## config.mk

```make
export PLATFORM = sky130hd
export DESIGN_NAME = fwus_seq
export DESIGN_NICKNAME = d
export VERILOG_FILES = /design/src/hdl/fwus_pkg.sv /design/src/hdl/fwus_buf.sv /design/src/hdl/fwus_seq.sv
export VERILOG_INCLUDE_DIRS = /design/src /design/src/hdl
export SDC_FILE = /design/constraint.sdc
export NUM_CORES = 1
export LEC_CHECK = 0
export BUFFER_PORTS_ARGS = -buffer_cell sky130_fd_sc_hd__buf_2
export CAP_MARGIN = 5
export CORE_UTILIZATION = 53
export DETAILED_ROUTE_END_ITERATION = 6
export GPL_ROUTABILITY_DRIVEN = 0
export GPL_TIMING_DRIVEN = 0
export PLACE_DENSITY = 0.95
export SLEW_MARGIN = 25
export SYNTH_ARGS = -nofsm -noshare
export SYNTH_HDL_FRONTEND = slang
export SYNTH_SLANG_ARGS = --single-unit
```

## constraint.sdc

```tcl
create_clock -name clk_sys -period 5 [get_ports clk_sys]
set_input_delay 0.25 -clock clk_sys [delete_from_list [all_inputs] [get_ports clk_sys]]
set_output_delay 0.25 -clock clk_sys [all_outputs]
set_load 0.01 [all_outputs]
```

## src/hdl/fwus_cfg.svh

```systemverilog
`ifndef FWUS_CFG_SVH
`define FWUS_CFG_SVH

// response codes placed in the response code word
`define FWUS_RC_SUCCESS 32'h0000_0000
`define FWUS_RC_BAD_TAG 32'h0000_001e
`define FWUS_RC_FAILURE 32'h0000_0101
`define FWUS_RC_DISABLED 32'h0000_0120
`define FWUS_RC_AUTH_MISSING 32'h0000_0125
`define FWUS_RC_TOO_MANY_CONTEXTS 32'h0000_012e
`define FWUS_RC_REBOOT 32'h0000_0130
`define FWUS_RC_COMMAND_SIZE 32'h0000_0142
`define FWUS_RC_LOCALITY 32'h0000_0907
`define FWUS_RC_AUTH_FAIL 32'h0000_098e

// chunk position codes of a manifest chunk
`define FWUS_POS_LAST 8'h00
`define FWUS_POS_FIRST 8'h01
`define FWUS_POS_NEXT 8'h02

// largest manifest chunk or image block in bytes
`define FWUS_CHUNK_MAX 16'h0400

// attempt counter limits
`define FWUS_TOTAL_LIMIT 11'h4e8
`define FWUS_SAME_LIMIT 9'h100

// test-result record
`define FWUS_TEST_MASK 32'h0026_8070
`define FWUS_OPMODE_UPDATE 8'h01
`define FWUS_TEST_INFO 16'h0000
`define FWUS_TEST_LEN 8'h0b

// capability answer: count, buffer size, value
`define FWUS_CAP_COUNT 32'h0000_0001
`define FWUS_CAP_SIZE 16'h0004
`define FWUS_CAP_LEN 8'h0a
`define FWUS_PROP_OPMODE 32'h0000_0000

// response word layout
`define FWUS_PAYLOAD_W 88
`define FWUS_RSP_W 128

`endif

```

## src/hdl/fwus_pkg.sv

```systemverilog
package fwus_pkg;

	typedef enum logic [2:0] {
		FWUS_CMD_FINALIZE = 3'b000,
		FWUS_CMD_MANIFEST = 3'b001,
		FWUS_CMD_IMAGE = 3'b010,
		FWUS_CMD_ABORT = 3'b011,
		FWUS_CMD_GETCAP = 3'b100,
		FWUS_CMD_SELFTEST = 3'b101,
		FWUS_CMD_TESTRESULT = 3'b110
	} fwus_cmd_t;

	typedef enum logic [2:0] {
		FWUS_PH_IDLE = 3'b000,
		FWUS_PH_CHAIN = 3'b001,
		FWUS_PH_MAN_OK = 3'b010,
		FWUS_PH_DATA = 3'b011,
		FWUS_PH_FINAL = 3'b100
	} fwus_phase_t;

endpackage

```

## src/hdl/fwus_buf.sv

```systemverilog
`timescale 1ns/1ps
`default_nettype none

// two-entry first-in first-out holding stage
module fwus_buf #(
	parameter int WIDTH = 128
) (
	input wire logic clk_sys,
	input wire logic rst,
	input wire logic in_valid,
	output logic in_ready,
	input wire logic [WIDTH-1:0] in_data,
	output logic out_valid,
	input wire logic out_ready,
	output logic [WIDTH-1:0] out_data
);
	logic [WIDTH-1:0] slot [0:1];
	logic [1:0] count;
	logic wr_ptr;
	logic rd_ptr;
	logic push;
	logic pop;

	assign in_ready = (count != 2'd2);
	assign out_valid = (count != 2'd0);
	assign out_data = slot[rd_ptr];
	assign push = in_valid && in_ready;
	assign pop = out_valid && out_ready;

	always_ff @(posedge clk_sys) begin
		if (push) begin
			slot[wr_ptr] <= in_data;
		end
	end

	always_ff @(posedge clk_sys) begin
		if (rst) begin
			count <= 2'd0;
			wr_ptr <= 1'b0;
			rd_ptr <= 1'b0;
		end else begin
			if (push) begin
				wr_ptr <= ~wr_ptr;
			end
			if (pop) begin
				rd_ptr <= ~rd_ptr;
			end
			if (push && !pop) begin
				count <= count + 2'd1;
			end else if (pop && !push) begin
				count <= count - 2'd1;
			end
		end
	end

endmodule

`default_nettype wire

```

## src/hdl/fwus_seq.sv

```systemverilog
`include "fwus_cfg.svh"
`timescale 1ns/1ps
`default_nettype none

module fwus_seq (
	input wire logic clk_sys,
	input wire logic rst,
	input wire logic cmd_valid,
	output logic cmd_ready,
	input wire fwus_pkg::fwus_cmd_t cmd_code,
	input wire logic cmd_tag_ok,
	input wire logic cmd_size_ok,
	input wire logic cmd_locality_ok,
	input wire logic [15:0] cmd_len,
	input wire logic [7:0] cmd_position,
	input wire logic cmd_reserved_zero,
	input wire logic [31:0] cmd_property,
	input wire logic update_mode,
	input wire logic manifest_verify_ok,
	input wire logic newer_version,
	input wire logic restore_abort_lock,
	input wire logic [31:0] cap_value,
	input wire logic selftest_done,
	input wire logic [31:0] selftest_pass,
	output logic rsp_valid,
	input wire logic rsp_ready,
	output logic [31:0] rsp_code,
	output logic [7:0] rsp_len,
	output logic [87:0] rsp_payload,
	output logic selftest_start,
	output logic image_block_write,
	output logic finalize_start,
	output logic abort_start,
	output logic attempt_count,
	output logic manifest_done,
	output logic data_started,
	output logic abort_allowed
);
	import fwus_pkg::*;

	fwus_phase_t phase;
	fwus_phase_t next_phase;
	logic [10:0] total_attempts;
	logic [8:0] same_attempts;
	logic [31:0] passed;
	logic [31:0] not_run;
	logic lock_seen;
	logic nv_abort_lock;
	logic take;
	logic [31:0] next_rc;
	logic [7:0] next_len;
	logic [87:0] next_payload;
	logic next_selftest;
	logic next_image;
	logic next_finalize;
	logic next_abort;
	logic next_attempt;
	logic [`FWUS_RSP_W-1:0] rsp_word;
	logic buf_in_ready;

	function automatic logic frame_bad(input logic tag_ok, input logic size_ok,
			input logic loc_ok, input logic [15:0] len, output logic [31:0] rc);
		frame_bad = 1'b1;
		if (!tag_ok) begin
			rc = `FWUS_RC_BAD_TAG;
		end else if (!size_ok || (len > `FWUS_CHUNK_MAX)) begin
			rc = `FWUS_RC_COMMAND_SIZE;
		end else if (!loc_ok) begin
			rc = `FWUS_RC_LOCALITY;
		end else begin
			rc = `FWUS_RC_SUCCESS;
			frame_bad = 1'b0;
		end
	endfunction

	assign take = cmd_valid && cmd_ready;
	assign cmd_ready = buf_in_ready;
	assign manifest_done = (phase == FWUS_PH_MAN_OK) || (phase == FWUS_PH_DATA);
	assign data_started = (phase == FWUS_PH_DATA);
	assign abort_allowed = !data_started && !nv_abort_lock && (phase != FWUS_PH_FINAL);

	// restored abort lock caught once after reset release
	always_ff @(posedge clk_sys) begin
		if (rst) begin
			lock_seen <= 1'b0;
			nv_abort_lock <= 1'b0;
		end else if (!lock_seen) begin
			lock_seen <= 1'b1;
			nv_abort_lock <= restore_abort_lock ||
				(take && (cmd_code == FWUS_CMD_IMAGE) && (next_rc == `FWUS_RC_SUCCESS));
		end else if (take && (cmd_code == FWUS_CMD_IMAGE) && (next_rc == `FWUS_RC_SUCCESS)) begin
			nv_abort_lock <= 1'b1;
		end
	end

	always_comb begin
		logic [31:0] frc;
		logic bad;
		frc = `FWUS_RC_SUCCESS;
		bad = 1'b0;
		next_phase = phase;
		next_rc = `FWUS_RC_SUCCESS;
		next_len = 8'h00;
		next_payload = '0;
		next_selftest = 1'b0;
		next_image = 1'b0;
		next_finalize = 1'b0;
		next_abort = 1'b0;
		next_attempt = 1'b0;
		bad = frame_bad(cmd_tag_ok, cmd_size_ok, cmd_locality_ok, cmd_len, frc);
		if (phase == FWUS_PH_FINAL) begin
			next_rc = `FWUS_RC_REBOOT;
		end else begin
			case (cmd_code)
				FWUS_CMD_FINALIZE: begin
					if (!cmd_tag_ok) begin
						next_rc = `FWUS_RC_BAD_TAG;
					end else if (!data_started || !cmd_reserved_zero) begin
						next_rc = `FWUS_RC_FAILURE;
					end else begin
						next_rc = `FWUS_RC_REBOOT;
						next_finalize = 1'b1;
						next_phase = FWUS_PH_FINAL;
					end
				end
				FWUS_CMD_MANIFEST: begin
					if (bad) begin
						next_rc = frc;
					end else if (phase == FWUS_PH_MAN_OK) begin
						next_rc = `FWUS_RC_DISABLED;
					end else if (phase == FWUS_PH_DATA) begin
						next_rc = `FWUS_RC_TOO_MANY_CONTEXTS;
					end else if (!update_mode) begin
						next_rc = `FWUS_RC_FAILURE;
					end else if ((total_attempts >= `FWUS_TOTAL_LIMIT) ||
							(same_attempts >= `FWUS_SAME_LIMIT)) begin
						next_rc = `FWUS_RC_FAILURE;
					end else if (cmd_position == `FWUS_POS_FIRST) begin
						next_phase = FWUS_PH_CHAIN;
					end else if (phase != FWUS_PH_CHAIN) begin
						next_rc = `FWUS_RC_FAILURE;
					end else if (cmd_position == `FWUS_POS_NEXT) begin
						next_phase = FWUS_PH_CHAIN;
					end else if (cmd_position == `FWUS_POS_LAST) begin
						next_attempt = 1'b1;
						if (manifest_verify_ok) begin
							next_phase = FWUS_PH_MAN_OK;
						end else begin
							next_rc = `FWUS_RC_AUTH_FAIL;
							next_phase = FWUS_PH_IDLE;
						end
					end else begin
						next_rc = `FWUS_RC_FAILURE;
						next_phase = FWUS_PH_IDLE;
					end
				end
				FWUS_CMD_IMAGE: begin
					if (bad) begin
						next_rc = frc;
					end else if (!manifest_done) begin
						next_rc = `FWUS_RC_AUTH_MISSING;
					end else begin
						next_image = 1'b1;
						next_phase = FWUS_PH_DATA;
					end
				end
				FWUS_CMD_ABORT: begin
					if (bad) begin
						next_rc = frc;
					end else if (!abort_allowed) begin
						next_rc = `FWUS_RC_DISABLED;
					end else begin
						next_abort = 1'b1;
						next_phase = FWUS_PH_IDLE;
					end
				end
				FWUS_CMD_GETCAP: begin
					next_len = `FWUS_CAP_LEN;
					next_payload[87:8] = {`FWUS_CAP_COUNT, `FWUS_CAP_SIZE,
						(cmd_property == `FWUS_PROP_OPMODE) ?
						{24'h00_0000, `FWUS_OPMODE_UPDATE} : cap_value};
				end
				FWUS_CMD_SELFTEST: begin
					next_selftest = 1'b1;
				end
				FWUS_CMD_TESTRESULT: begin
					next_len = `FWUS_TEST_LEN;
					next_payload = {passed, not_run, `FWUS_TEST_INFO, `FWUS_OPMODE_UPDATE};
				end
				default: begin
					next_rc = `FWUS_RC_FAILURE;
				end
			endcase
		end
	end

	always_ff @(posedge clk_sys) begin
		if (rst) begin
			phase <= FWUS_PH_IDLE;
		end else if (take) begin
			phase <= next_phase;
		end
	end

	always_ff @(posedge clk_sys) begin
		if (rst) begin
			total_attempts <= 11'h000;
			same_attempts <= 9'h000;
		end else if (take && next_attempt) begin
			total_attempts <= total_attempts + 11'h001;
			same_attempts <= newer_version ? 9'h001 : same_attempts + 9'h001;
		end
	end

	always_ff @(posedge clk_sys) begin
		if (rst) begin
			passed <= 32'h0000_0000;
			not_run <= `FWUS_TEST_MASK;
		end else if (selftest_done) begin
			passed <= selftest_pass & `FWUS_TEST_MASK;
			not_run <= 32'h0000_0000;
		end else if (take && next_selftest) begin
			not_run <= `FWUS_TEST_MASK;
		end
	end

	always_ff @(posedge clk_sys) begin
		if (rst) begin
			selftest_start <= 1'b0;
			image_block_write <= 1'b0;
			finalize_start <= 1'b0;
			abort_start <= 1'b0;
			attempt_count <= 1'b0;
		end else begin
			selftest_start <= take && next_selftest;
			image_block_write <= take && next_image;
			finalize_start <= take && next_finalize;
			abort_start <= take && next_abort;
			attempt_count <= take && next_attempt;
		end
	end

	assign rsp_word = {next_rc, next_len, next_payload};

	// answers wait here while the host stalls
	fwus_buf #(
		.WIDTH(`FWUS_RSP_W)
	) u_rsp_buf (
		.clk_sys(clk_sys),
		.rst(rst),
		.in_valid(take),
		.in_ready(buf_in_ready),
		.in_data(rsp_word),
		.out_valid(rsp_valid),
		.out_ready(rsp_ready),
		.out_data({rsp_code, rsp_len, rsp_payload})
	);

endmodule

`default_nettype wire

```

==> impl_metrics.env <==
export IMPL_synthArstFlopShare=0
export IMPL_fmax_mhz=360
export IMPL_status="finished clean"
export IMPL_fin_util=0.695
export IMPL_vias=5582
export IMPL_synthAdderAreaFrac=0.00687
export IMPL_synth_top_area_share=0.445
export IMPL_hpwl_mm=12.7
export IMPL_cts_sinks=151
export IMPL_syn_area_per_cell_um2=11.7
export IMPL_hold_path_class="primary input to register"
export IMPL_drt_iter0_drc=571
export IMPL_grt_overflow_total=0
export IMPL_final_area_mm2=0.00928
export IMPL_path_class="register to register"
export IMPL_met2_length_mm=8.87
export IMPL_port_buffers=175
export IMPL_core_area_mm2=0.0133
export IMPL_tightest_slew_ns=0.806
export IMPL_yosysUniqueCellTypes=56
export IMPL_synth_top_family_by_area="simple AND/OR/NAND/NOR gates"
export IMPL_nets=1031
export IMPL_synth_cells=624
export IMPL_startpoint="phase[1]$_SDFFE_PP0P_"
export IMPL_dieArea_mm2=0.0142
export IMPL_yosys_area_share_simple=0.154
export IMPL_synth_edf_count=108
export IMPL_finalCritPeriodShare=0.555
export IMPL_grt_pass1_vias=5419
export IMPL_die_h_um=119
export IMPL_path_max_fanout=10
export IMPL_clk_pin_slew_ns=0.06
export IMPL_cp_start_kind="register"
export IMPL_row_count=42
export IMPL_clockBufferDepth=2
export IMPL_mostFrequentLayoutCells="buf_2, edfxtp_1, buf_4"
export IMPL_ys_ff_latch=151
export IMPL_ant_nets=0
export IMPL_synth_area_mm2=0.00728
export IMPL_ys_flop_type="edfxtp_1"
export IMPL_cap_violations=0
export IMPL_vias_per_cell=5.17
export IMPL_cts_resized=0
export IMPL_final_common_cell="buf_2"
export IMPL_rsz0062_at_grt="false"
export IMPL_relSlewSlack=0.458
export IMPL_ctsHtreeMaxLevel=4
export IMPL_cp_end_kind="register"
export IMPL_drive_gt1_frac=0.387
export IMPL_worstHoldStart="selftest_pass[5]"
export IMPL_antenna_cells=0
export IMPL_cp_required_ns=5.34
export IMPL_antenna_found_initial=0
export IMPL_drt_met1_wl_mm=6.89
export IMPL_clock_skew_ns=0.00835
export IMPL_drt_total_wl_mm=17.3
export IMPL_clock_latency_ns=0.41
export IMPL_leakage_nw=3.94
export IMPL_finalCriticalPeriod_ns=2.77
export IMPL_setup_viol=0
export IMPL_synth_top_area_cell="edfxtp_1"
export IMPL_area_delta_synth_final_pct=27.4
export IMPL_highest_layer="met4"
export IMPL_fp_dieW_um=119
export IMPL_clockRootBuffer="clkbuf_16"
export IMPL_grt_total_usage=0.249
export IMPL_hold_buffers=0
export IMPL_r2r_start="phase[1]$_SDFFE_PP0P_"
export IMPL_power_density_mw_per_mm2=398
export IMPL_cts_tree="done"
export IMPL_met3_wirelength_mm=1.21
export IMPL_cts_setup_buffers=0
export IMPL_grt_pass1_wl_mm=27.2
export IMPL_ys_seq_area_frac=0.563
export IMPL_ir_drop_uv=324
export IMPL_synth_compound_area_frac=0.0734
export IMPL_final_max_slew_viol_count=0
export IMPL_yosys_warnings=0
export IMPL_finalSetupTns_ns=0
export IMPL_placed_area_mm2=0.00872
export IMPL_grt_max_degree=32
export IMPL_synthMuxAreaShare=0.0947
export IMPL_wl_per_cell_um=16.0
export IMPL_num_io_pins=274
export IMPL_cts_buffers=17
export IMPL_initial_core_util=0.546
export IMPL_drtPass1Iterations=6
export IMPL_yosys_top_cells_area="edfxtp_1, dfxtp_1, mux2_2"
export IMPL_arrival_ns=3.12
export IMPL_drc=0
export IMPL_hold_violations=0
export IMPL_synth_xor_area_share=0.00962
## Yosys cell counts (all sizes together) (8+ instances only)
cell type	count
edfxtp	108
buf	78
mux2	55
dfxtp	43
nor2	41
and2	32
nand2	31
a21oi	27
clkbuf	25
o21ai	20
nor4	16
and3	15
inv	9
nand3	9
or4	9
a31oi	8
nand4	8
nor3	8
## logic make-up (layout without fill, tap and decap cells)
kind of cell | after synthesis | after routing
DFF | 151 | 151
buffers and inverters | 112 | 322
muxes | 62 | 62
adders and majority gates | 4 | 4
and+or+nand+nor | 200 | 200
other | 1 | 71
AOI/OAI and AO/OA | 86 | 86
xor gates and xnor gates | 8 | 8
## path summary, 6_finish.rpt
check                                          to  slack, ns  cells after the start
hold / removal             passed[5]$_SDFFE_PP0P_       0.08                      3
setup reg to reg    same_attempts[3]$_SDFFE_PP0P_       2.23                      8
hold reg to reg   total_attempts[10]$_SDFFE_PP0P_       0.47                      2
setup / recovery    same_attempts[3]$_SDFFE_PP0P_       2.23                      8
## through the flow
stage               hold WS [ns]  power (mW)  instances  worst slack (ns)
detailed placement         0.463        2.52       1048              2.06
floorplan                  0.397        2.17        694              1.55
global placement           0.452        2.48       1045             0.335
finish                    0.0807        3.69       1080              2.23
CTS                       0.0622        3.71       1080              2.13
global route              0.0696        3.85       1080              2.05
## flip-flops by register name (all words and copies together) (netlist names), 2 cells and up, named ones only
| register | count |
|---|---|
| same_attempts | 9 |
| u_rsp_buf.count | 2 |
| phase | 3 |
| passed | 7 |
| u_rsp_buf.slot | 108 |
| total_attempts | 11 |
## routing by layer
metal,GRT usage,vias to the layer above
li1,-,2674
met4,0.0926,0
met5,0,-
met3,0.0637,31
met2,0.424,231
met1,0.305,2646
## where the power goes
| part | internal (mW) | switching (mW) | total, mW |
|---|---|---|---|
| clock network | 0.689 | 0.500 | 1.19 |
| logic | 0.429 | 0.508 | 0.937 |
| registers | 1.52 | 0.0456 | 1.57 |
## critical path, stage by stage (launching register included)
cell,delay (ns)
dfxtp_1,0.42
or3b_2,0.16
clkbuf_1,0.30
nand3_1,0.27
nor4_1,0.54
nand3_4,0.19
buf_6,0.19
or4_1,0.47
a21oi_1,0.16
## cell type report
| cell class | instances | area [um^2] |
|---|---|---|
| Buffer | 103 | 674 |
| Clock buffer | 19 | 433 |
| Clock inverter | 13 | 119 |
| Fill cell | 1007 | 4070 |
| Inverter | 9 | 33.8 |
| Multi-Input combinational cell | 431 | 2750 |
| Sequential cell | 151 | 4100 |
| Tap cell | 176 | 220 |
| Timing Repair Buffer | 178 | 943 |
Power figures use the tool's default switching activity.
